`config.mk`:
```
export PLATFORM = sky130hd
export DESIGN_NAME = cdh_host_port
export DESIGN_NICKNAME = d
export VERILOG_FILES = /design/src/design/cdh_pkg.sv /design/src/design/cdh_host_port.sv
export VERILOG_INCLUDE_DIRS = /design/src /design/src/design
export SDC_FILE = /design/constraint.sdc
export NUM_CORES = 2
export LEC_CHECK = 0
export BUFFER_PORTS_ARGS = -buffer_cell sky130_fd_sc_hd__buf_2
export CAP_MARGIN = 20
export CORE_MARGIN = 2
export CORE_UTILIZATION = 60
export DETAILED_ROUTE_END_ITERATION = 10
export PLACE_DENSITY = 0.77
export SLEW_MARGIN = 20
export SYNTH_ARGS = -nofsm -noshare
export SYNTH_HDL_FRONTEND = slang
export SYNTH_SLANG_ARGS = --single-unit
```
`constraint.sdc`:
```
create_clock -name mclk -period 5.55 [get_ports mclk]
set_input_delay 0.555 -clock mclk [delete_from_list [all_inputs] [get_ports mclk]]
set_output_delay 0.555 -clock mclk [all_outputs]
set_load 0.01 [all_outputs]
```
`src/design/cdh_defs.svh`:
```
// Constants of the character display host port
`ifndef CDH_DEFS_SVH
`define CDH_DEFS_SVH

// Timing
`define CDH_CLK_NS        100
`define CDH_BUSY_NS       600
`define CDH_CASC_HALF     4

// Sizes
`define CDH_TEXT_DEPTH    128
`define CDH_GLYPH_DEPTH   64
`define CDH_STAGES        100
`define CDH_MASTER_CHARS  8

// Status word fields
`define CDH_BUSY_BIT      7

// Command codes and fields
`define CDH_CMD_HOME      8'h01
`define CDH_ENTRY_MASK    8'hfc
`define CDH_ENTRY_CODE    8'h04
`define CDH_ENTRY_INC_BIT 1
`define CDH_SHIFT_MASK    8'hf0
`define CDH_SHIFT_CODE    8'h10
`define CDH_SHIFT_DISP    3
`define CDH_SHIFT_RIGHT   2
`define CDH_FUNC_MASK     8'he0
`define CDH_FUNC_CODE     8'h20
`define CDH_FUNC_GFX      4
`define CDH_FUNC_LINES    3
`define CDH_FUNC_TALL     2
`define CDH_TEXT_ADDR_BIT 7
`define CDH_GLYPH_MASK    8'hc0
`define CDH_GLYPH_CODE    8'h40
`define CDH_ROW_MASK      8'hfe
`define CDH_ROW_CODE      8'h40

// Reset values
`define CDH_FONT_RESET    2'h0
`define CDH_SPACE_CODE    8'h20

`endif

```
`src/design/cdh_pkg.sv`:
```
// Types of the character display host port
package cdh_pkg;
  typedef enum logic [1:0] {
    CDH_IDLE = 2'b01,
    CDH_BUSY = 2'b10
  } cdh_state_e;
  typedef enum logic [1:0] {
    CDH_FONT_ENG_JAP = 2'h0,
    CDH_FONT_WEST_EU = 2'h1,
    CDH_FONT_ENG_RUS = 2'h2
  } cdh_font_e;
endpackage : cdh_pkg

```
`src/design/cdh_host_port.sv`:
```
// Host port, display addressing and cascade link of a character display
//
// Behaviour
// Register select low picks command register, high picks transfer register.
// Status read returns busy on bit 7, pointer on bits 0 to 6.
// Command write loads the command register and starts its execution.
// Data write stores the byte to text or glyph RAM at pointer.
// Data read fetches the byte at pointer into transfer register.
// Command register cannot be read by the host.
// While busy, busy reads 1 and new commands are ignored.
// When the operation ends busy clears and commands are accepted.
// Address command loads pointer and records text or glyph target.
// Each data read or write steps the pointer up or down by one.
// Text RAM holds 128 bytes addressed by a 7-bit pointer.
// Single-line mode shows addresses 00 to 7F at positions 1 to 128.
// Two-line mode uses 00 to 3F and 40 to 7F per line.
// Display shift offsets shown addresses by one, wrapping within a line.
// Master and slave together show 40 characters, slave the later ones.
// Master drives cascade data, clock and strobe; slave receives them.
// Cascade data shifts on the falling edge of the cascade clock.
// Direction select high moves data stage 100 to 1, low 1 to 100.
// Software selects one of three glyph tables, default English/Japanese.
// Host polls busy until zero before each new command or data.
// Graphic column byte has bit 7 set; row byte selects the half.
`timescale 1ns/1ns
`default_nettype none
`include "cdh_defs.svh"
module cdh_host_port
  import cdh_pkg::*;
#(
  parameter int MASTER_CHARS = `CDH_MASTER_CHARS,
  parameter int CASC_HALF    = `CDH_CASC_HALF
) (
  // Clock and reset
  input  wire logic        mclk,
  input  wire logic        rst_n,
  // Host pins
  input  wire logic        reg_select,
  input  wire logic        read_not_write,
  input  wire logic        hostEnable,
  input  wire logic [7:0]  hostByteIn,
  output var  logic [7:0]  hostByteOut,
  output var  logic        hostByteOe,
  // Cascade link
  input  wire logic        masterSelect,
  input  wire logic        shift_direction_select,
  input  wire logic        cascDataIn,
  output var  logic        cascDataOut,
  output var  logic        cascDataOe,
  input  wire logic        cascClkIn,
  output var  logic        cascClkOut,
  output var  logic        cascClkOe,
  input  wire logic        cascStrobeIn,
  output var  logic        cascStrobeOut,
  output var  logic        cascStrobeOe,
  // Display side
  output var  logic [99:0] segLatch,
  output var  logic [1:0]  fontTable,
  output var  logic        tallGlyph,
  output var  logic        twoLine,
  output var  logic [6:0]  graphic_column_byte,
  output var  logic        graphic_half_select
);
  localparam int BUSY_CYC =
    (`CDH_BUSY_NS + `CDH_CLK_NS - 1) / `CDH_CLK_NS;

  function automatic logic [6:0] dispAddr(input logic [6:0] pos,
      input logic [6:0] off, input logic two, input logic line);
    logic [6:0] sum;
    sum = pos + off;
    dispAddr = two ? {line, sum[5:0]} : sum;
  endfunction : dispAddr

  ////////////////////////////////////////////////////////////////////////////
  // Pin synchronisers
  logic [15:0] pinMeta;
  logic [15:0] pinSync;
  logic        ePrev;
  always_ff @(posedge mclk) begin
    pinMeta <= {reg_select, read_not_write, hostEnable, hostByteIn,
                masterSelect, shift_direction_select, cascDataIn,
                cascClkIn, cascStrobeIn};
    pinSync <= pinMeta;
    ePrev   <= rst_n ? pinSync[13] : 1'b0;
  end
  logic       rsS, rwS, eS, msS, shlS, cdS, ccS, csS;
  logic [7:0] busS;
  assign {rsS, rwS, eS, busS, msS, shlS, cdS, ccS, csS} = pinSync;
  logic hostTake;
  assign hostTake = ePrev & ~eS;

  ////////////////////////////////////////////////////////////////////////////
  // Memories
  logic [7:0] textRam  [`CDH_TEXT_DEPTH];
  logic [7:0] glyphRam [`CDH_GLYPH_DEPTH];
  logic       textWe, glyphWe;
  logic [6:0] wrAddr;
  logic [7:0] wrData;
  always_ff @(posedge mclk) begin
    if (textWe) textRam[wrAddr] <= wrData;
    if (glyphWe) glyphRam[wrAddr[5:0]] <= wrData;
  end

  ////////////////////////////////////////////////////////////////////////////
  // Host command and data core
  cdh_state_e state, next_state;
  logic [7:0] command_holding_register, next_cmd;
  logic [7:0] transfer_holding_register, next_xfer;
  logic [6:0] ram_pointer, next_ptr;
  logic [6:0] shiftOff, next_shiftOff;
  logic [7:0] busyCnt, next_busyCnt;
  logic       glyphTarget, next_glyphTarget;
  logic       stepUp, next_stepUp;
  logic       gfxMode, next_gfxMode;
  logic [1:0] next_font;
  logic       next_tall, next_twoLine, next_half;
  logic [6:0] next_column;
  logic [7:0] next_hostOut;
  logic       next_hostOe;
  logic [6:0] stepPtr;

  always_comb begin
    next_state = state;
    next_cmd = command_holding_register;
    next_xfer = transfer_holding_register;
    next_ptr = ram_pointer;
    next_shiftOff = shiftOff;
    next_busyCnt = busyCnt;
    next_glyphTarget = glyphTarget;
    next_stepUp = stepUp;
    next_gfxMode = gfxMode;
    next_font = fontTable;
    next_tall = tallGlyph;
    next_twoLine = twoLine;
    next_half = graphic_half_select;
    next_column = graphic_column_byte;
    textWe = 1'b0;
    glyphWe = 1'b0;
    wrAddr = ram_pointer;
    wrData = busS;
    stepPtr = stepUp ? ram_pointer + 7'h01 : ram_pointer - 7'h01;
    if (glyphTarget) stepPtr[6] = 1'b0;
    unique case (state)
      CDH_IDLE: begin
        if (hostTake && !rwS) begin
          next_state = CDH_BUSY;
          next_busyCnt = 8'(BUSY_CYC);
          if (!rsS) begin
            next_cmd = busS;
            if (gfxMode && busS[7]) begin
              next_column = busS[6:0];
            end else if (gfxMode &&
                (busS & `CDH_ROW_MASK) == `CDH_ROW_CODE) begin
              next_half = busS[0];
            end else if (busS[`CDH_TEXT_ADDR_BIT]) begin
              next_ptr = busS[6:0];
              next_glyphTarget = 1'b0;
            end else if ((busS & `CDH_GLYPH_MASK) == `CDH_GLYPH_CODE) begin
              next_ptr = {1'b0, busS[5:0]};
              next_glyphTarget = 1'b1;
            end else if ((busS & `CDH_FUNC_MASK) == `CDH_FUNC_CODE) begin
              next_gfxMode = busS[`CDH_FUNC_GFX];
              next_twoLine = busS[`CDH_FUNC_LINES];
              next_tall = busS[`CDH_FUNC_TALL];
              next_font = busS[1:0];
            end else if ((busS & `CDH_SHIFT_MASK) == `CDH_SHIFT_CODE) begin
              if (busS[`CDH_SHIFT_DISP]) begin
                next_shiftOff = busS[`CDH_SHIFT_RIGHT] ?
                  shiftOff - 7'h01 : shiftOff + 7'h01;
              end else begin
                next_ptr = busS[`CDH_SHIFT_RIGHT] ?
                  ram_pointer + 7'h01 : ram_pointer - 7'h01;
              end
            end else if ((busS & `CDH_ENTRY_MASK) == `CDH_ENTRY_CODE) begin
              next_stepUp = busS[`CDH_ENTRY_INC_BIT];
            end else if (busS == `CDH_CMD_HOME) begin
              next_ptr = 7'h00;
              next_shiftOff = 7'h00;
              next_glyphTarget = 1'b0;
            end
          end else begin
            next_xfer = busS;
            textWe = !glyphTarget;
            glyphWe = glyphTarget;
            next_ptr = stepPtr;
          end
        end else if (hostTake && rsS) begin
          next_state = CDH_BUSY;
          next_busyCnt = 8'(BUSY_CYC);
          next_ptr = stepPtr;
        end
      end
      CDH_BUSY: begin
        next_busyCnt = busyCnt - 8'h01;
        if (busyCnt == 8'h01) begin
          next_state = CDH_IDLE;
          next_xfer = glyphTarget ? glyphRam[ram_pointer[5:0]]
                                  : textRam[ram_pointer];
        end
      end
    endcase
    next_hostOe = eS & rwS;
    next_hostOut = rsS ? transfer_holding_register
                       : {state == CDH_BUSY, ram_pointer};
  end

  always_ff @(posedge mclk) begin
    if (!rst_n) begin
      state <= CDH_IDLE;
      command_holding_register <= 8'h00;
      transfer_holding_register <= 8'h00;
      ram_pointer <= 7'h00;
      shiftOff <= 7'h00;
      busyCnt <= 8'h00;
      glyphTarget <= 1'b0;
      stepUp <= 1'b1;
      gfxMode <= 1'b0;
      fontTable <= `CDH_FONT_RESET;
      tallGlyph <= 1'b0;
      twoLine <= 1'b0;
      graphic_half_select <= 1'b0;
      graphic_column_byte <= 7'h00;
      hostByteOut <= 8'h00;
      hostByteOe <= 1'b0;
    end else begin
      state <= next_state;
      command_holding_register <= next_cmd;
      transfer_holding_register <= next_xfer;
      ram_pointer <= next_ptr;
      shiftOff <= next_shiftOff;
      busyCnt <= next_busyCnt;
      glyphTarget <= next_glyphTarget;
      stepUp <= next_stepUp;
      gfxMode <= next_gfxMode;
      fontTable <= next_font;
      tallGlyph <= next_tall;
      twoLine <= next_twoLine;
      graphic_half_select <= next_half;
      graphic_column_byte <= next_column;
      hostByteOut <= next_hostOut;
      hostByteOe <= next_hostOe;
    end
  end

  ////////////////////////////////////////////////////////////////////////////
  // Cascade link
  logic [99:0] shiftReg, next_shiftReg, next_seg;
  logic [7:0]  divCnt, next_divCnt;
  logic [6:0]  bitIdx, next_bitIdx;
  logic        scanLine, next_scanLine;
  logic        ccPrev, csPrev;
  logic        next_cdOut, next_ccOut, next_csOut, shiftNow, shiftBit;
  logic [6:0]  genAddr;
  logic [7:0]  genByte;

  always_comb begin
    next_shiftReg = shiftReg;
    next_seg = segLatch;
    next_divCnt = divCnt;
    next_bitIdx = bitIdx;
    next_scanLine = scanLine;
    next_cdOut = cascDataOut;
    next_ccOut = cascClkOut;
    next_csOut = cascStrobeOut;
    genAddr = dispAddr(7'(MASTER_CHARS) + 7'(bitIdx[6:3]), shiftOff,
                       twoLine, scanLine);
    genByte = textRam[genAddr];
    shiftNow = 1'b0;
    shiftBit = cdS;
    if (msS) begin
      next_divCnt = divCnt + 8'h01;
      if (divCnt == 8'(CASC_HALF - 1)) begin
        next_divCnt = 8'h00;
        next_ccOut = ~cascClkOut;
        if (cascClkOut) begin
          shiftNow = 1'b1;
          shiftBit = cascDataOut;
          next_csOut = 1'b0;
          next_bitIdx = bitIdx + 7'h01;
          if (bitIdx == 7'(`CDH_STAGES - 1)) begin
            next_bitIdx = 7'h00;
            next_csOut = 1'b1;
            next_scanLine = twoLine & ~scanLine;
          end
        end else begin
          next_cdOut = genByte[bitIdx[2:0]];
        end
      end
    end else begin
      next_ccOut = 1'b0;
      next_csOut = 1'b0;
      next_cdOut = 1'b0;
      shiftNow = ccPrev & ~ccS;
    end
    if (shiftNow) begin
      next_shiftReg = shlS ? {shiftBit, shiftReg[99:1]}
                           : {shiftReg[98:0], shiftBit};
    end
    if ((msS && next_csOut && !cascStrobeOut) || (!msS && csS && !csPrev))
      next_seg = next_shiftReg;
  end

  always_ff @(posedge mclk) begin
    if (!rst_n) begin
      shiftReg <= '0;
      segLatch <= '0;
      divCnt <= 8'h00;
      bitIdx <= 7'h00;
      scanLine <= 1'b0;
      ccPrev <= 1'b0;
      csPrev <= 1'b0;
      cascDataOut <= 1'b0;
      cascClkOut <= 1'b0;
      cascStrobeOut <= 1'b0;
      cascDataOe <= 1'b0;
      cascClkOe <= 1'b0;
      cascStrobeOe <= 1'b0;
    end else begin
      shiftReg <= next_shiftReg;
      segLatch <= next_seg;
      divCnt <= next_divCnt;
      bitIdx <= next_bitIdx;
      scanLine <= next_scanLine;
      ccPrev <= ccS;
      csPrev <= csS;
      cascDataOut <= next_cdOut;
      cascClkOut <= next_ccOut;
      cascStrobeOut <= next_csOut;
      cascDataOe <= msS;
      cascClkOe <= msS;
      cascStrobeOe <= msS;
    end
  end

  ////////////////////////////////////////////////////////////////////////////
  // Checks
  AST_STATUS_WORD: assert property (@(posedge mclk) disable iff (!rst_n)
    eS && rwS && !rsS |=> hostByteOut == {$past(state == CDH_BUSY),
                                           $past(ram_pointer)})
    else $error("status word wrong");
  AST_CMD_LOAD: assert property (@(posedge mclk) disable iff (!rst_n)
    state == CDH_IDLE && hostTake && !rwS && !rsS
      |=> command_holding_register == $past(busS) && state == CDH_BUSY)
    else $error("command not loaded");
  AST_BUSY_IGNORE: assert property (@(posedge mclk) disable iff (!rst_n)
    state == CDH_BUSY && busyCnt > 8'h01 |=> $stable(command_holding_register))
    else $error("command taken while busy");
  AST_BUSY_ENDS: assert property (@(posedge mclk) disable iff (!rst_n)
    $rose(state == CDH_BUSY) |-> ##6 state == CDH_IDLE)
    else $error("busy does not end in time");
  AST_PTR_STEP: assert property (@(posedge mclk) disable iff (!rst_n)
    state == CDH_IDLE && hostTake && rsS && !glyphTarget
      |=> ram_pointer == ($past(stepUp) ? $past(ram_pointer) + 7'h01
                                        : $past(ram_pointer) - 7'h01))
    else $error("pointer did not step");
  AST_ADDR_SET: assert property (@(posedge mclk) disable iff (!rst_n)
    state == CDH_IDLE && hostTake && !rwS && !rsS && busS[7] && !gfxMode
      |=> ram_pointer == $past(busS[6:0]) && !glyphTarget)
    else $error("address set failed");
  AST_OE_MODE: assert property (@(posedge mclk) disable iff (!rst_n)
    !msS [*2] |-> !cascClkOe && !cascDataOe && !cascStrobeOe)
    else $error("slave drives cascade pins");
  AST_SLAVE_SHIFT: assert property (@(posedge mclk) disable iff (!rst_n)
    !msS && ccPrev && !ccS && shlS |=> shiftReg[99] == $past(cdS))
    else $error("slave shift wrong");
  AST_WRITE_STORE: assert property (@(posedge mclk) disable iff (!rst_n)
    state == CDH_IDLE && hostTake && !rwS && rsS && !glyphTarget
      |=> textRam[$past(ram_pointer)] == $past(busS))
    else $error("data not stored");
endmodule : cdh_host_port
`default_nettype wire

```
### Yosys cells after proc, flatten, opt, wreduce, memory -nomap -nowiden

Memory sizes are Yosys's and may differ from the RTL's. A register that Yosys moved wholly into a read port is not among the register bits.
Index checks and enable logic that the tools add are counted.

* register bits after elaboration: 311
* word-level logic and storage cells: 180
* memory bits (writable): 1536
* output and inout port bits: 127
* memories: 2
* input port bits: 18

* add/sub/neg operators: 9
* bitwise logic cells: 15
* reduce and logical (&&, ||, !) cells: 30
* magnitude comparators: 1
* equal/unequal tests: 26
* multiplexer cells: 68

Memories
* textRam: depth 128, bits a word 8, read ports 2, clocked after Yosys merged registers in 1, wr ports 1, line cdh_host_port.sv:94 `` logic [7:0] textRam [`CDH_TEXT_DEPTH]; ``
* glyphRam: depth 64, bits a word 8, read ports 1, clocked after Yosys merged registers in 1, wr ports 1, line cdh_host_port.sv:95 `` logic [7:0] glyphRam [`CDH_GLYPH_DEPTH]; ``

Operators by type and width (count)
* $mux 100: 2
* $mux 7: 21
* $mux 8: 8
* $pmux 8 s2: 2
* $mux 1: 28
* $add 7x1->7 const B: 3
* $ne 3x3->1 const B: 6
* $eq 8x1->1 const B: 2
* $reduce_and 8->1: 2
* $sub 7x1->7 const B: 2
* $mux 6: 2
* $ne 6x6->1 const B: 2
* $not 1->1: 11
* $reduce_and 11->1: 1
* $ne 2x2->1 const B: 5
* $reduce_and 10->1: 1
* $reduce_and 9->1: 1
* $add 8x1->8 const B: 1
* $eq 8x2->1 const B: 1
* $logic_and 1x1->1: 8
* $reduce_and 4->1: 2
* $sub 8x1->8 const B: 1
* $add 5x7->7: 1
* $eq 7x6->1 const B: 1
* other kinds (21): 35

### Longest topological paths before layout

* word-level depth: 13
* mapped depth: 16
* depth with buffers taken out: 13

### Least setup slack after synthesis

Ideal clock, no wire load.

* path kind: register to register
* start: reg pinSync[7]
* end: reg (tool-made name)
* library setup time: 0.103 ns
* cell stages (with the launch flop): 9
* buffers on the path: 2
* setup slack: 0.851 ns
* data arrival time: 4.596 ns
* clock period less this slack: 4.699 ns
* required time: 5.447 ns
* path through: dfxtp_1 -> clkbuf_1 -> nor4b_1 -> nand2_1 -> a31oi_1 -> o21ai_0 -> clkbuf_1 -> a311oi_1 -> a211oi_1

RTL lines
* from (decl): line cdh_host_port.sv:77 `logic [15:0] pinSync;`
* from (signal assigned): line cdh_host_port.sv:83 `pinSync <= pinMeta;`

### Final worst setup path

* start: reg bitIdx[6]
* end: reg cascDataOut

* longest elaborated chain between the ends: 6

Ends and longest elaborated chain
* from (decl): line cdh_host_port.sv:249 `logic [6:0] bitIdx, next_bitIdx;`
* from (signal assigned): line cdh_host_port.sv:322 `bitIdx <= next_bitIdx;`
* $add 4x4->5: line cdh_host_port.sv:265 `genAddr = dispAddr(7'(MASTER_CHARS) + 7'(bitIdx[6:3]), shiftOff,`
* $add 5x7->7: line cdh_host_port.sv:70 `sum = pos + off;`
* $mux 7: line cdh_host_port.sv:71 `dispAddr = two ? {line, sum[5:0]} : sum;`
* $mem_v2 128x8
* $bmux 1 s3: line cdh_host_port.sv:286 `next_cdOut = genByte[bitIdx[2:0]];`
* $mux 1 (implied by the code): line cdh_host_port.sv:286
* to (signal assigned): line cdh_host_port.sv:326 `cascDataOut <= next_cdOut;`
* to (decl): line cdh_host_port.sv:48 `output var logic cascDataOut,`

No other way between the ends. The select of a mux whose other input is x is not followed.
A chain may end at the register's enable or synchronous reset.

==> results.cfg <==
[run]
max_cap_viol_count = 0

[global_routing]
grt_pass1_vias = 45800
grt-ovfl-total = 0
grt_max_degree = 200
grt_pass1_wl_um = 315000
antenna_found_initial = 8
gr-usage-all-layers_pct = 31.9

[timing]
worst_pin_slew_ps = 1210
hold_slack_ps = 88.6
skew_ps = 74.2
fmax_ghz = 0.222
relSlewSlack_pct = 19.0
finalCriticalPeriod_ps = 4500
hold_violations = 0
fin_setup_tns_ps = 0
setup_viol = 0
slew_viol_final = 0
rsz0062_at_grt = no
timing.final.crit_share_pct = 81.1

[logic_synthesis]
synthTopCellsByCount = edfxtp_1, mux4_2, nor2_1
synth_most_common_cell = edfxtp_1
synth_cells = 4644
yosys_register_bits = 1854
synth.distinct_cells = 64
synth_nets = 4683
synth.cell_area_um2 = 80600
async_flop_share_pct = 0
yosysTopAreaCell = edfxtp_1
synth_flop_cell = edfxtp_1
synthTopCellsByArea = edfxtp_1, mux4_2, dfxtp_1
syn_area_per_cell_um2 = 17.4
yosysSeqAreaShare_pct = 65.1
yosys.area.top_type_share_pct = 57.2
yosysWarnings = 0
synth-edff-count = 1536

[clock_network]
post_cts_buffers = 0
htree_levels = 4
cts_buffer_depth = 3
clk_pin_slew_ps = 70
numCtsBuffers = 182
cts-root-buf = clkbuf_16
tritoncts = built
cts.sinks = 1854
clk_latency_ps = 850

[pwr]
p_int_uw = 22600
leakagePower_uw = 0.0279
clockPowerShare_pct = 44.0
power_density_nw_per_um2 = 320
switching_share_pct = 21.0
ir_drop_uv = 318
p_sw_uw = 6020
power_frac_comb_pct = 3.1
p_seq_share_pct = 52.9

[finish]
syn_to_final_growth_pct = 11.1
final_nets = 4783
drive_gt1_share_pct = 27.6

[drt]
routed_wl_um = 215000
viasPerCell = 7.03
drtIter0Drc = 7448
routed-via-count = 46800
ant_nets = 0
avgRoutedWirePerCell_um = 32.3
drt_pre_antenna_iters = 6
drc = 0

[placed_design]
hpwl_um = 133000
gp_congestion = 0.912
io_buffers = 144

[die]
die_w_um = 370
initial_core_util_pct = 60.4
dieArea_um2 = 137000
io_pins = 145
coreArea_um2 = 133000
dieHeight_um = 370
placementRows = 134

[worst_setup_path]
cp-end-kind = flop
crit_path_start_kind = flop
worstPathRequired_ps = 6200
cp_max_fo = 27
criticalPathCategory = reg2reg
timing.critical_path.arrival_ps = 5150

[run_status]
status = completed

[min_path]
holdCritPathClass = in2reg
power groups by stage:
| stage | Combinational (uW) | Sequential, uW | Clock, uW |
|---|---|---|---|
| 2_1_floorplan | 521 | 15500 | 0 |
| 3_3_place_gp | 834 | 15400 | 0 |
| 3_5_place_dp | 850 | 15400 | 0 |
| 4_1_cts | 868 | 15200 | 12600 |
| 5_1_grt | 924 | 15200 | 13200 |
| 6_report | 876 | 15200 | 12600 |
final timing paths:
check / startpoint / to / slack [ps] / depth (start not counted)
setup / recovery: bitIdx[6] / cascDataOut / 1050 / 13
hold / removal: rst_n / cascClkOut / 90 / 3
setup reg to reg: bitIdx[6] / cascDataOut / 1050 / 13
hold reg to reg: pinMeta[6] / pinSync[6] / 320 / 0
placed cells by master (no fill, tap or decap), drive strengths merged, types with 37 or more instances in the layout:
master,n
clkbuf,255
mux2i,146
edfxtp,1536
nand3,50
clkinv,55
nor2b,37
mux4,792
nand2,154
buf,246
a21oi,248
dfxtp,318
o21ai,46
nor2,656
sequential cells by signal, summed over array words and instances, names as in the netlist, 2 cells and up, named ones only:
name	cells
textRam	1024
pinMeta	16
graphic_column_byte	7
hostByteOut	8
ram_pointer	7
bitIdx	7
fontTable	2
busyCnt	8
segLatch	100
glyphRam	512
pinSync	16
shiftOff	7
divCnt	8
transfer_holding_register	8
shiftReg	100
state	2
kinds of logic after synthesis:
group                    count (synthesis)  synth area share, %
AND/OR/NAND/NOR                       1031                 5.38
adder cells (fa/ha/maj)                 21                0.345
flip-flops                            1854                 65.1
XOR/XNOR                                28                0.323
multiplexers                           941                 24.0
AO/OA/AOI/OAI                          395                 2.80
buffers and inverters                  374                 2.03
per-stage QoR:
step	setup WS [ps]	total power, uW	utilization, %	std cells	instance area (um^2)
after global placement	1310	16300	62.3	6308	83200
after CTS	1200	28700	67.1	6661	89500
after floorplan	851	16000	-	4644	80600
after detailed placement	1230	16300	62.4	6309	83200
after global routing	943	29300	67.1	6664	89500
final	1050	28600	67.1	6665	89500
layout make-up:
cell class / count / area (um^2)
antenna: 1 / 2.50
clock inverter: 81 / 957
sequential: 1854 / 52500
inverter: 28 / 110
clock buffer: 255 / 5160
tap: 1768 / 2210
multi-input combinational: 2416 / 26600
fill: 8495 / 43900
timing repair buffer: 262 / 2000
critical path: stages (launching register included):
cell,delay [ps]
dfxtp_1,350
inv_1,70
ha_1,280
inv_1,40
ha_1,430
nor2b_1,250
o22a_1,300
xnor2_4,860
mux4_2,640
mux2i_1,400
a21oi_1,130
a21oi_1,280
o221a_1,220
o31ai_1,70
per-layer routing:
metal  track usage, %  up-vias  share of wire (%)
met5                0        -              0.032
met4             14.8       10                5.2
met3             7.93      571                 11
met2             49.5     3357                 48
met1             43.1    24100                 35
li1                 -    18800                  -
timing repair:
action | 4_1_cts | 5_1_grt
gates resized for setup | 0 | 0
hold endpoints to repair | 16 | 0
endpoints found under the setup margin | 0 | 0
hold buffers | 16 | 0
No activity file was read; power rests on OpenSTA's default activity.
